[src/hdl/flash_prog_pkg.sv]
// Purpose: Shared constants and types for the serial flash program/erase controller.
// Assumes: 22-bit program address space, APB register window of 32-bit words.
// Notes: Register offsets are byte addresses on the APB side.
package flash_prog_pkg;
   localparam int ADDR_W = 22;
   localparam int ROW_LSB = 6;
   localparam int NUM_REGION = 5;
   // Register byte offsets.
   localparam logic [7:0] OFS_CTRL = 8'h00;
   localparam logic [7:0] OFS_TABLE_PTR = 8'h04;
   localparam logic [7:0] OFS_CONFIG = 8'h08;
   localparam logic [7:0] OFS_PROTECT = 8'h0c;
   localparam logic [7:0] OFS_STATUS = 8'h10;
   // Control field positions.
   localparam int CTRL_WR = 0;
   localparam int CTRL_FREE = 1;
   localparam int CTRL_WREN = 2;
   // Configuration field positions.
   localparam int CFG_BOOT_SIZE_LSB = 0;
   localparam int CFG_VARIANT_LSB = 2;
   localparam int PROT_WP_LSB = 5;
   // Reset values.
   localparam logic [1:0] BOOT_SIZE_RST = 2'h0;
   localparam logic [2:0] VARIANT_RST = 3'h4;
   localparam logic [4:0] PROT_RST = 5'h00;
   // Variant codes.
   localparam logic [2:0] VAR_4K = 3'h0;
   localparam logic [2:0] VAR_8K = 3'h1;
   localparam logic [2:0] VAR_16K = 3'h2;
   localparam logic [2:0] VAR_24K = 3'h3;
   localparam logic [2:0] VAR_32K = 3'h4;
   // Last implemented address per variant.
   localparam logic [ADDR_W-1:0] LIMIT_4K = 22'h000fff;
   localparam logic [ADDR_W-1:0] LIMIT_8K = 22'h001fff;
   localparam logic [ADDR_W-1:0] LIMIT_16K = 22'h003fff;
   localparam logic [ADDR_W-1:0] LIMIT_24K = 22'h005fff;
   localparam logic [ADDR_W-1:0] LIMIT_32K = 22'h007fff;
   // Boot region ends.
   localparam logic [ADDR_W-1:0] BOOT_END_BIG = 22'h0007ff;
   localparam logic [ADDR_W-1:0] BOOT_END_16K = 22'h0003ff;
   localparam logic [ADDR_W-1:0] BOOT_END_256W = 22'h0001ff;
   localparam logic [ADDR_W-1:0] BOOT_END_512W = 22'h0003ff;
   localparam logic [ADDR_W-1:0] BOOT_END_1024W = 22'h0007ff;
   localparam logic [1:0] BOOT_SIZE_256W = 2'h0;
   localparam logic [1:0] BOOT_SIZE_512W = 2'h1;
   // Block size as address shift.
   localparam int BLK_SHIFT_8K = 13;
   localparam int BLK_SHIFT_4K = 12;
   // The erase pulse starts on this serial clock rise of the no-op command.
   localparam logic [2:0] ERASE_CLK_EDGE = 3'h4;

   typedef enum logic [1:0] {
      ST_IDLE = 2'b00,
      ST_WAIT = 2'b01,
      ST_ERASE = 2'b10
   } erase_state_e;

   typedef struct packed {
      logic valid;
      logic boot;
      logic [2:0] prot_idx;
   } region_s;
endpackage

[src/hdl/region_map.sv]
// Purpose: Maps a code address to its protection region for the selected variant.
// Assumes: Variant and boot size come from configuration registers.
// Notes: Region index 0 is the boot region, 1..4 are numbered blocks 0..3.
`timescale 1ns/100ps
`default_nettype none
module region_map import flash_prog_pkg::*; (
   input wire logic [ADDR_W-1:0] addr,
   input wire logic [2:0] variant,
   input wire logic [1:0] boot_region_size,
   output region_s region
);
   logic [ADDR_W-1:0] limit;
   logic [ADDR_W-1:0] boot_end;
   logic [ADDR_W-1:0] blk;

   // Block 0 starts right after the boot region, so a bigger boot shrinks it.
   always_comb begin
      limit = LIMIT_32K;
      boot_end = BOOT_END_BIG;
      blk = addr >> BLK_SHIFT_8K;
      case (variant)
         VAR_4K, VAR_8K: begin
            limit = (variant == VAR_4K) ? LIMIT_4K : LIMIT_8K;
            blk = addr >> BLK_SHIFT_4K;
            case (boot_region_size)
               BOOT_SIZE_256W: boot_end = BOOT_END_256W;
               BOOT_SIZE_512W: boot_end = BOOT_END_512W;
               default: boot_end = BOOT_END_1024W;
            endcase
         end
         VAR_16K: begin
            limit = LIMIT_16K;
            boot_end = BOOT_END_16K;
         end
         VAR_24K: limit = LIMIT_24K;
         default: limit = LIMIT_32K;
      endcase
      region.valid = (addr <= limit);
      region.boot = (addr <= boot_end);
      region.prot_idx = region.boot ? 3'h0 : 3'(blk[1:0] + 2'h0) + 3'h1;
   end
endmodule
`default_nettype wire

[src/hdl/serial_flash_program_erase_ctrl.sv]
// Purpose: Program/verify mode entry and externally timed row erase of code flash.
// Assumes: APB register access from the core side, serial pins from a programmer.
// Notes: The serial clock runs far slower than pclk and is sampled, not used as a clock.
// Summary of operation
// - 32K variants: code 000000h-007FFFh in four 8-Kbyte blocks.
// - 24K variants: code 000000h-005FFFh in three 8-Kbyte blocks.
// - Boot region 000000h-0007FFh is kept apart from block 0.
// - Every block and the boot region is its own protection boundary.
// - 16K variants: two 8-Kbyte blocks, boot region ends at 0003FFh.
// - Smallest variants: one or two 4-Kbyte blocks, variable boot region.
// - Small boot region is 256, 512 or 1024 words by a two-bit field.
// - A larger boot region shrinks block 0 by the same amount.
// - Clock and data low, then high voltage enters program/verify mode.
// - Entering program/verify mode releases all unused I/O pins.
// - A 64-byte row erase only runs on unprotected blocks.
// - Rows sit on fixed 64-byte boundaries from address zero.
// - Erase runs while the fourth clock of the no-op stays high.
// - Erase ends when the serial clock returns low.
// - The row holding the table pointer is erased, any byte within.
//
// Implementation choices: the APB slave port and the register offsets.
`timescale 1ns/100ps
`default_nettype none
module serial_flash_program_erase_ctrl import flash_prog_pkg::*; (
   input wire logic pclk,
   input wire logic presetn,
   input wire logic psel,
   input wire logic penable,
   input wire logic pwrite,
   input wire logic [7:0] paddr,
   input wire logic [31:0] pwdata,
   output logic [31:0] prdata,
   output logic pready,
   output logic pslverr,
   input wire logic prog_serial_clock,
   input wire logic prog_serial_data,
   input wire logic highvolt_enable_pin,
   output logic prog_mode,
   output logic io_release,
   output logic erase_active,
   output logic [ADDR_W-1:0] erase_row_addr
);
   logic [2:0] sync_q;
   logic hv_s, ser_clk_s, ser_dat_s;
   logic hv_d_r, ser_clk_d_r;
   logic ser_clk_rise, ser_clk_fall, hv_rise;
   logic [31:0] prdata_r, prdata_nxt;
   logic pready_r, pready_nxt, pslverr_r, pslverr_nxt;
   logic wr_r, wr_nxt, free_r, free_nxt, wren_r, wren_nxt;
   logic [ADDR_W-1:0] table_pointer_r, table_pointer_nxt;
   logic [1:0] boot_region_size_r, boot_region_size_nxt;
   logic [2:0] variant_r, variant_nxt;
   logic [4:0] cp_r, cp_nxt, wp_r, wp_nxt;
   logic refused_r, refused_nxt;
   erase_state_e state_r, state_nxt;
   logic [2:0] clk_cnt_r, clk_cnt_nxt;
   logic mode_r, mode_nxt, io_release_r;
   logic erase_active_r, erase_active_nxt;
   logic [ADDR_W-1:0] erase_row_r, erase_row_nxt;
   logic acc_done, wr_acc, go, allowed, hw_clear;
   region_s region;

   // Decode of the register window, used only for the error answers.
   function automatic logic mapped(input logic [7:0] a);
      mapped = (a == OFS_CTRL) || (a == OFS_TABLE_PTR) || (a == OFS_CONFIG) ||
               (a == OFS_PROTECT) || (a == OFS_STATUS);
   endfunction

   // Pins come from the programmer's domain and are synchronised first.
   sync_two_ff #(
      .W(3)
   ) u_sync (
      .clk(pclk),
      .rst_n(presetn),
      .d({highvolt_enable_pin, prog_serial_clock, prog_serial_data}),
      .q(sync_q)
   );
   assign hv_s = sync_q[2];
   assign ser_clk_s = sync_q[1];
   assign ser_dat_s = sync_q[0];

   region_map u_map (
      .addr(table_pointer_r),
      .variant(variant_r),
      .boot_region_size(boot_region_size_r),
      .region(region)
   );

   // Edge detection on the synchronised levels.
   always_ff @(posedge pclk or negedge presetn) begin
      if (!presetn) begin
         hv_d_r <= 1'b0;
         ser_clk_d_r <= 1'b0;
      end else begin
         hv_d_r <= hv_s;
         ser_clk_d_r <= ser_clk_s;
      end
   end
   assign ser_clk_rise = ser_clk_s & ~ser_clk_d_r;
   assign ser_clk_fall = ~ser_clk_s & ser_clk_d_r;
   assign hv_rise = hv_s & ~hv_d_r;

   // APB: one wait state, then the transfer completes with pready high.
   assign acc_done = psel & penable & pready_r;
   assign wr_acc = acc_done & pwrite & ~pslverr_r;

   // A start needs the mode, the enables and an unprotected, implemented row.
   assign go = wr_r & (state_r == ST_IDLE);
   assign allowed = mode_r & free_r & wren_r & region.valid &
                    ~cp_r[region.prot_idx] & ~wp_r[region.prot_idx];

   // Bus answer and register next values.
   always_comb begin
      pready_nxt = psel & penable & ~pready_r;
      pslverr_nxt = psel & penable & ~pready_r & ~mapped(paddr);
      prdata_nxt = prdata_r;
      if (psel & ~penable & ~pwrite) begin
         case (paddr)
            OFS_CTRL: prdata_nxt = {29'h0, wren_r, free_r, wr_r};
            OFS_TABLE_PTR: prdata_nxt = {10'h0, table_pointer_r};
            OFS_CONFIG: prdata_nxt = {27'h0, variant_r, boot_region_size_r};
            OFS_PROTECT: prdata_nxt = {22'h0, wp_r, cp_r};
            OFS_STATUS: prdata_nxt = {28'h0, refused_r, erase_active_r, io_release_r, mode_r};
            default: prdata_nxt = 32'h0;
         endcase
      end
      free_nxt = free_r;
      wren_nxt = wren_r;
      table_pointer_nxt = table_pointer_r;
      boot_region_size_nxt = boot_region_size_r;
      variant_nxt = variant_r;
      cp_nxt = cp_r;
      wp_nxt = wp_r;
      if (wr_acc) begin
         case (paddr)
            OFS_CTRL: begin
               free_nxt = pwdata[CTRL_FREE];
               wren_nxt = pwdata[CTRL_WREN];
            end
            OFS_TABLE_PTR: table_pointer_nxt = pwdata[ADDR_W-1:0];
            OFS_CONFIG: begin
               boot_region_size_nxt = pwdata[CFG_BOOT_SIZE_LSB +: 2];
               variant_nxt = pwdata[CFG_VARIANT_LSB +: 3];
            end
            OFS_PROTECT: begin
               cp_nxt = pwdata[4:0];
               wp_nxt = pwdata[PROT_WP_LSB +: 5];
            end
            default: ;
         endcase
      end
   end

   always_ff @(posedge pclk or negedge presetn) begin
      if (!presetn) begin
         pready_r <= 1'b0;
         pslverr_r <= 1'b0;
         prdata_r <= 32'h0;
         free_r <= 1'b0;
         wren_r <= 1'b0;
         table_pointer_r <= '0;
         boot_region_size_r <= BOOT_SIZE_RST;
         variant_r <= VARIANT_RST;
         cp_r <= PROT_RST;
         wp_r <= PROT_RST;
      end else begin
         pready_r <= pready_nxt;
         pslverr_r <= pslverr_nxt;
         prdata_r <= prdata_nxt;
         free_r <= free_nxt;
         wren_r <= wren_nxt;
         table_pointer_r <= table_pointer_nxt;
         boot_region_size_r <= boot_region_size_nxt;
         variant_r <= variant_nxt;
         cp_r <= cp_nxt;
         wp_r <= wp_nxt;
      end
   end

   // Mode entry needs clock and data low when the high voltage arrives.
   always_comb begin
      mode_nxt = mode_r;
      if (!hv_s) begin
         mode_nxt = 1'b0;
      end else if (hv_rise && !ser_clk_s && !ser_dat_s) begin
         mode_nxt = 1'b1;
      end
   end

   // Released pins track the mode exactly.
   always_ff @(posedge pclk or negedge presetn) begin
      if (!presetn) begin
         mode_r <= 1'b0;
         io_release_r <= 1'b0;
      end else begin
         mode_r <= mode_nxt;
         io_release_r <= mode_nxt;
      end
   end

   // Erase sequencer. The pulse length belongs entirely to the programmer's clock and high-voltage pin.
   always_comb begin
      state_nxt = state_r;
      clk_cnt_nxt = clk_cnt_r;
      erase_active_nxt = erase_active_r;
      erase_row_nxt = erase_row_r;
      refused_nxt = refused_r;
      hw_clear = 1'b0;
      case (state_r)
         ST_IDLE: begin
            if (go) begin
               if (allowed) begin
                  state_nxt = ST_WAIT;
                  clk_cnt_nxt = 3'h0;
                  erase_row_nxt = {table_pointer_r[ADDR_W-1:ROW_LSB], 6'h00};
               end else begin
                  refused_nxt = 1'b1;
                  hw_clear = 1'b1;
               end
            end
         end
         ST_WAIT: begin
            if (ser_clk_rise) begin
               clk_cnt_nxt = clk_cnt_r + 3'h1;
               if (clk_cnt_r + 3'h1 == ERASE_CLK_EDGE) begin
                  state_nxt = ST_ERASE;
                  erase_active_nxt = 1'b1;
               end
            end
         end
         ST_ERASE: begin
            if (ser_clk_fall) begin
               state_nxt = ST_IDLE;
               erase_active_nxt = 1'b0;
               hw_clear = 1'b1;
            end
         end
         default: begin
            state_nxt = ST_IDLE;
            erase_active_nxt = 1'b0;
         end
      endcase
      // Losing the high voltage aborts any sequence at once.
      if (!mode_nxt) begin
         state_nxt = ST_IDLE;
         erase_active_nxt = 1'b0;
         hw_clear = hw_clear | (state_r != ST_IDLE);
      end
      // A fresh software start clears the refusal; a new refusal wins.
      if (wr_acc && paddr == OFS_CTRL && pwdata[CTRL_WR] && !(go && !allowed)) begin
         refused_nxt = 1'b0;
      end
      // Software set wins over the hardware clear in the same cycle.
      wr_nxt = wr_r & ~hw_clear;
      if (wr_acc && paddr == OFS_CTRL && pwdata[CTRL_WR]) begin
         wr_nxt = 1'b1;
      end
   end

   always_ff @(posedge pclk or negedge presetn) begin
      if (!presetn) begin
         state_r <= ST_IDLE;
         clk_cnt_r <= 3'h0;
         erase_active_r <= 1'b0;
         erase_row_r <= '0;
         refused_r <= 1'b0;
         wr_r <= 1'b0;
      end else begin
         state_r <= state_nxt;
         clk_cnt_r <= clk_cnt_nxt;
         erase_active_r <= erase_active_nxt;
         erase_row_r <= erase_row_nxt;
         refused_r <= refused_nxt;
         wr_r <= wr_nxt;
      end
   end

   assign prdata = prdata_r;
   assign pready = pready_r;
   assign pslverr = pslverr_r;
   assign prog_mode = mode_r;
   assign io_release = io_release_r;
   assign erase_active = erase_active_r;
   assign erase_row_addr = erase_row_r;
endmodule
`default_nettype wire

[src/hdl/sync_two_ff.sv]
// Purpose: Two flip-flop synchroniser for levels from outside the clock domain.
// Assumes: Inputs change slowly compared with the clock.
// Notes: The first stage feeds only the second stage.
`timescale 1ns/100ps
`default_nettype none
module sync_two_ff #(
   parameter int W = 1
) (
   input wire logic clk,
   input wire logic rst_n,
   input wire logic [W-1:0] d,
   output logic [W-1:0] q
);
   logic [W-1:0] meta_r;
   logic [W-1:0] q_r;

   // A zero-width chain would leave the output undriven.
   if (W < 1) begin : g_bad_width
      $error("sync width must be at least 1");
   end

   // Plain two-stage chain.
   always_ff @(posedge clk or negedge rst_n) begin
      if (!rst_n) begin
         meta_r <= '0;
         q_r <= '0;
      end else begin
         meta_r <= d;
         q_r <= meta_r;
      end
   end

   assign q = q_r;
endmodule
`default_nettype wire

[config.mk]
export PLATFORM = sky130hd
export DESIGN_NAME = serial_flash_program_erase_ctrl
export DESIGN_NICKNAME = d
export VERILOG_FILES = /design/src/hdl/flash_prog_pkg.sv /design/src/hdl/region_map.sv /design/src/hdl/serial_flash_program_erase_ctrl.sv /design/src/hdl/sync_two_ff.sv
export SDC_FILE = /design/constraint.sdc
export NUM_CORES = 1
export LEC_CHECK = 0
export BUFFER_PORTS_ARGS = -buffer_cell sky130_fd_sc_hd__buf_2
export CAP_MARGIN = 20
export CORE_MARGIN = 1.5
export CORE_UTILIZATION = 39
export CTS_CLUSTER_DIAMETER = 120
export DETAILED_ROUTE_END_ITERATION = 8
export GPL_ROUTABILITY_DRIVEN = 0
export PLACE_DENSITY = 0.63
export REMOVE_ABC_BUFFERS = 1
export SLEW_MARGIN = 15
export SYNTH_ARGS = -nofsm -noshare
export SYNTH_HDL_FRONTEND = slang
export SYNTH_SLANG_ARGS = --single-unit
[constraint.sdc]
create_clock -name pclk -period 3.2 [get_ports pclk]
set_input_delay 0.8 -clock pclk [delete_from_list [all_inputs] [get_ports pclk]]
set_output_delay 0.8 -clock pclk [all_outputs]
set_load 0.05 [all_outputs]
* Word level (Yosys, flattened, before mapping)
Index checks and enable logic that the tools add are counted.
** Storage, ports and cells
- Bits of input ports :: 48
- Output and inout port bits :: 59
- Register bits :: 106
** Operators by class
- Multiplexer cells :: 39
- $lt $le $gt $ge :: 3
- Add/subtract/negate cells :: 2
- Bitwise operators :: 30
- Eq/ne operators :: 21
- Reductions and logical operators :: 32
** Operators by type and width (number)
- case mux 22 bit (5 select lines) :: 1
- case mux 22 bit (3 select lines) :: 1
- less-or-equal comparator 22 bit :: 2
- case mux 22 bit (2 select lines) :: 1
- case mux 11 bit (2 select lines) :: 1
- bitwise AND 1 bit :: 18
- two-way mux 1 bit :: 17
- == test 8 x 4 -> 1 bit (second input constant) :: 2
- != test 3 bit (second input constant) :: 5
- two-way mux 2 bit :: 7
- two-way mux 13 bit :: 1
- two-way mux 3 bit :: 4
- inverter 1 bit :: 11
- == test 8 x 3 -> 1 bit (second input constant) :: 1
- == test 8 x 5 -> 1 bit (second input constant) :: 1
- logical NOT 8 bit :: 1
- != test 2 bit (second input constant) :: 4
- AND reduction 2 bit :: 4
- AND reduction 4 bit :: 2
- nonzero test 2 bit :: 4
- binary-select mux 1 bit (select 3 bit) :: 2
- == test 3 x 2 -> 1 bit (second input constant) :: 2
- logical AND 1 bit :: 6
- case mux 2 bit (3 select lines) :: 1
- other kinds (19) :: 28

* Logic depth before layout (Yosys ltp)
- Word-level depth :: 18
- Depth in mapped cells :: 11
- Mapped depth without buffers :: 9

* By module
A second synthesis with hierarchy kept.
** Unflattened totals
- Cells, all modules :: 360
- Area, all modules :: 4580.6 sq um
** By module, submodules not included
- serial_flash_program_erase_ctrl :: cells each 308, area an instance 4096.4 sq um, times used 1, seq. area each 2253.4 sq um
- region_map :: cells each 46, area an instance 334.1 sq um, times used 1, seq. area each 0.0 sq um
- sync_two_ff :: cells each 6, area an instance 150.1 sq um, times used 1, seq. area each 150.1 sq um

* Worst setup path before layout
OpenSTA, ideal clock, no wires.
- Path kind :: register -> register
- From :: register variant_r[2]
- To :: register clk_cnt_r[1]
- Buffers on the path :: 2
- Arrival :: 2.621 ns
- Library setup time :: 0.120 ns
- Stages on the path, launching flop included :: 12
- Slack :: 0.459 ns
- Required time :: 3.080 ns
- Path through :: dfstp_2 nor2_2 mux2_4 ha_1 nor4_1 a221oi_1 mux2i_1 mux2i_1 or3_1 buf_6 buf_6 a31o_1
** On the way
- Cells in the longest elaborated chain, start to end :: 12
** RTL lines
- start: declaration :: RTL line serial_flash_program_erase_ctrl.sv:52 : logic [2:0] variant_r, variant_nxt;
- start signal: assignment :: RTL line serial_flash_program_erase_ctrl.sv:174 : variant_r <= variant_nxt;
- == test 3 x 1 -> 1 bit or logical NOT 3 bit (tied branches) :: RTL line region_map.sv:21, region_map.sv:23
- OR reduction 2 bit :: RTL line region_map.sv:21 : case (variant)
- case mux 22 bit (2 select lines) or two-way mux 2 bit (tied branches) :: RTL line region_map.sv:21
- less-or-equal comparator 22 bit or adder 2 x 1 -> 3 bit (tied branches) :: RTL line region_map.sv:39, region_map.sv:40
- two-way mux 3 bit :: RTL line region_map.sv:40 : region.prot_idx = region.boot ? 3'h0 : 3'(blk[1:0] + 2'h0) + 3'h1;
- binary-select mux 1 bit (select 3 bit) :: RTL line serial_flash_program_erase_ctrl.sv:110 : ~cp_r[region.prot_idx] & ~wp_r[region.prot_idx];
- two-way mux 1 bit (implied by the code) :: RTL line serial_flash_program_erase_ctrl.sv:110
- inverter 1 bit :: RTL line serial_flash_program_erase_ctrl.sv:110
- bitwise AND 1 bit :: RTL line serial_flash_program_erase_ctrl.sv:109 : assign allowed = mode_r & free_r & wren_r & region.valid &
- bitwise AND 1 bit (*) :: RTL line serial_flash_program_erase_ctrl.sv:110
- != test 2 bit (no line) (*)
- AND reduction 4 bit (no line) (*)
- end signal: assignment :: RTL line serial_flash_program_erase_ctrl.sv:270 : clk_cnt_r <= clk_cnt_nxt;
- end: declaration :: RTL line serial_flash_program_erase_ctrl.sv:56 : logic [2:0] clk_cnt_r, clk_cnt_nxt;
Mark *: on every way between the ends. The rest lies on a longest branch, timed or not. The select of a mux whose other input is x is not followed.
A chain may end at the register's enable or synchronous reset.

* Worst setup path after layout
- From :: register variant_r[2]
- To :: register erase_row_r[8], in the netlist erase_row_addr[8]
** On the way
- Cells in the longest elaborated chain, start to end :: 11
** RTL lines
- == test 3 x 1 -> 1 bit or logical NOT 3 bit (tied branches) :: RTL line region_map.sv:21, region_map.sv:23
- OR reduction 2 bit :: RTL line region_map.sv:21
- case mux 22 bit (2 select lines) or two-way mux 2 bit (tied branches) :: RTL line region_map.sv:21
- less-or-equal comparator 22 bit or adder 2 x 1 -> 3 bit (tied branches) :: RTL line region_map.sv:39, region_map.sv:40
- two-way mux 3 bit :: RTL line region_map.sv:40
- binary-select mux 1 bit (select 3 bit) :: RTL line serial_flash_program_erase_ctrl.sv:110
- two-way mux 1 bit (implied by the code) :: RTL line serial_flash_program_erase_ctrl.sv:110
- inverter 1 bit :: RTL line serial_flash_program_erase_ctrl.sv:110
- bitwise AND 1 bit :: RTL line serial_flash_program_erase_ctrl.sv:109
- bitwise AND 1 bit (*) :: RTL line serial_flash_program_erase_ctrl.sv:110
- AND reduction 3 bit (no line) (*)
- end signal: assignment :: RTL line serial_flash_program_erase_ctrl.sv:272 : erase_row_r <= erase_row_nxt;
- end: declaration :: RTL line serial_flash_program_erase_ctrl.sv:59 : logic [ADDR_W-1:0] erase_row_r, erase_row_nxt;
Marked as above.

==> results.sh <==
export IMPL_end_kind="flop"
export IMPL_drt_iter0_markers=79
export IMPL_clock_fmax_ghz=0.332
export IMPL_fin_crit_ns=3.01
export IMPL_placedCellCount=559
export IMPL_tightest_slew_ns=0.567
export IMPL_post_route_period_util=0.941
export IMPL_clock_sinks=96
export IMPL_die_area_um2=11500
export IMPL_synth_edff_count=0
export IMPL_clock_latency_ns=0.37
export IMPL_worstSetupStartpointType="flop"
export IMPL_vias=2925
export IMPL_hold_depth=0
export IMPL_finalSetupViolCount=0
export IMPL_htree_levels=3
export IMPL_powerDensity_nw_per_um2=432
export IMPL_r2r_slack_ns=0.19
export IMPL_min_delay_path_class="flop to flop"
export IMPL_maxSlewHeadroom=0.619
export IMPL_cp_data_arrival_time_ns=3.27
export IMPL_maxCapViolations=0
export IMPL_grt_max_degree=39
export IMPL_synth_avg_cell_area_um2=12.4
export IMPL_async_reset_ff_frac=1.00
export IMPL_coreArea_um2=10500
export IMPL_reg2regPathDepth=10
export IMPL_fp_dieW_um=107
export IMPL_r2r_end="erase_row_addr[8]"
export IMPL_crit_fanout=11
export IMPL_yosysWarnings=0
export IMPL_clockBufferDepth=2
export IMPL_cp_required_ns=3.46
export IMPL_syn_area_um2=4240
export IMPL_post_cts_resized=0
export IMPL_dp_hpwl_mm=6.77
export IMPL_cts_buffers=9
export IMPL_holdPathEnd="u_sync.q[2]"
export IMPL_fillCellCount=984
export IMPL_slew_violations=0
export IMPL_cts_setup_buffers=0
export IMPL_synth_ff_type="dfrtp_1"
export IMPL_vdd_ir_drop_worst_mv=0.180
export IMPL_cts_tree="done"
export IMPL_cellLeakagePower_nw=2.57
export IMPL_rsz0062_at_grt="no"
export IMPL_syn2layout_area_growth_pct=17.3
export IMPL_first_pass_iters=5
export IMPL_drc_errors=0
export IMPL_syn_instance_count=343
export IMPL_status="finished, final reports clean"
export IMPL_diodes=0
export IMPL_clock_skew_ns=0.0104
export IMPL_root_buffer="clkbuf_8"
export IMPL_final_cells=575
export IMPL_vias_per_cell=5.09
export IMPL_fin_nets=490
export IMPL_hold_buffers=0
export IMPL_io_buffers=80
export IMPL_drive_gt1_frac=0.376
export IMPL_clkTransAtPathRegs_ns=0.10
export IMPL_final_cell_mix="95 x dfrtp_1, 79 x buf_2, 48 x mux2_2, 28 x nand2_1, 16 x conb_1"
export IMPL_grt_pass1_wl_mm=15.0
export IMPL_grt_pass1_vias=2963
export IMPL_crit_type="flop to flop"
export IMPL_ant_nets=0
export IMPL_whs_ns=0.360
export IMPL_hold_violations=0
export IMPL_synth_cell_type_count=50
export IMPL_globalRouteTotalUtil=0.171
export IMPL_antenna_found_initial=0
export IMPL_start_util=0.406
export IMPL_wire_per_inst_um=15.7
export IMPL_ys_ff_latch=96
export IMPL_worstHoldStart="u_sync.meta_r[2]"
export IMPL_core_rowCount=37
export IMPL_gr_total_overflow=0
export IMPL_reg2reg_from="variant_r[2]"
export IMPL_mostFrequentLayoutCell="dfrtp_1"
export IMPL_die_h_um=107
export IMPL_yosysSeqAreaShare=0.566
export IMPL_ios=107
export IMPL_routed_wl_mm=9.02
[per-stage QoR]
step / power, mW / worst slack (ns) / area, µm² / utilization / setup TNS, ns
after floorplan: 1.32 / -0.0193 / 4100 / - / -0.425
after global placement: 1.38 / 0.272 / 4780 / 0.457 / 0
after detailed placement: 1.38 / 0.211 / 4780 / 0.457 / 0
after CTS: 2.19 / 0.172 / 4980 / 0.476 / 0
after global routing: 2.25 / 0.0334 / 4980 / 0.476 / 0
final: 2.15 / 0.188 / 4980 / 0.476 / 0
[cell usage after synthesis (4+ instances only)]
| cell | count | area (µm²) |
|---|---|---|
| mux2_2 | 48 | 541 |
| a221oi_1 | 4 | 35.0 |
| o21ai_0 | 14 | 70.1 |
| nor3_1 | 6 | 30.0 |
| a22o_1 | 13 | 114 |
| nor4_1 | 6 | 37.5 |
| buf_4 | 20 | 150 |
| ha_1 | 8 | 100 |
| a22oi_1 | 7 | 52.6 |
| nor2b_1 | 6 | 37.5 |
| nor2_1 | 13 | 48.8 |
| and2_1 | 7 | 43.8 |
| inv_1 | 7 | 26.3 |
| dfrtp_1 | 95 | 2380 |
| a21oi_1 | 9 | 45.0 |
| nand2_1 | 28 | 105 |
[how the worst max path moves through the flow]
stage	startpoint	slack, ns	end	cells after the start
after floorplan	paddr[1]	-0.02	table_pointer_r[0]	5
after global placement	variant_r[2]	0.27	erase_row_addr[7]	10
after detailed placement	variant_r[2]	0.21	erase_row_addr[7]	10
after CTS	variant_r[2]	0.17	erase_row_addr[8]	10
after global routing	variant_r[2]	0.03	erase_row_addr[8]	10
final	variant_r[2]	0.19	erase_row_addr[8]	10
[worst max-delay path, stage by stage (launching register included)]
cell and delay, ns:
dfstp_2 0.62, nor2_2 0.07, mux2_4 0.32, ha_1 0.35
nor4_1 0.24, a221oi_1 0.08, mux2i_1 0.15, mux2i_1 0.15
or3_1 0.45, buf_4 0.20, mux2_2 0.27
[layer usage]
metal	up-vias	routed length, µm	track usage
met1	1435	4060	0.220
li1	1389	-	-
met3	15	436	0.0381
met4	0	166	0.0667
met2	86	4360	0.280
met5	-	0	0
[sequential cells by signal, summed over array words and instances (netlist names), 2 cells and up]
name and count:
boot_region_size_r 2, clk_cnt_r 3, cp_r 5, erase_row_addr 16
prdata 22, state_r 2, table_pointer_r 22, u_sync.meta_r 3
u_sync.q 3, variant_r 3, wp_r 5
[final cells by class]
class / count / area, µm² / area share
well taps: 136 / 170 / 0.0342
clock inverters: 6 / 68.8 / 0.0138
multi-input cells: 227 / 1670 / 0.335
clock buffers: 10 / 128 / 0.0256
repair buffers: 93 / 513 / 0.103
inverters: 7 / 26.3 / 0.00528
flip-flops and latches: 96 / 2400 / 0.483
[cell families after synthesis]
group           Yosys count  share of synthesized area
xor+xnor                  1                    0.00206
buf+inv                  35                     0.0545
other cells               1                   0.000884
flops                    96                      0.566
simple gates             87                      0.109
mux                      52                      0.138
compound gates           63                      0.106
fa+ha+maj                 8                     0.0236
[where the power goes]
group	switching, mW	internal (mW)	leakage (nW)	total (mW)
sequential	0.00591	1.22	1.30	1.23
clock	0.429	0.366	0.0968	0.794
combinational	0.101	0.0299	1.18	0.130
Power figures use the tool's default switching activity.
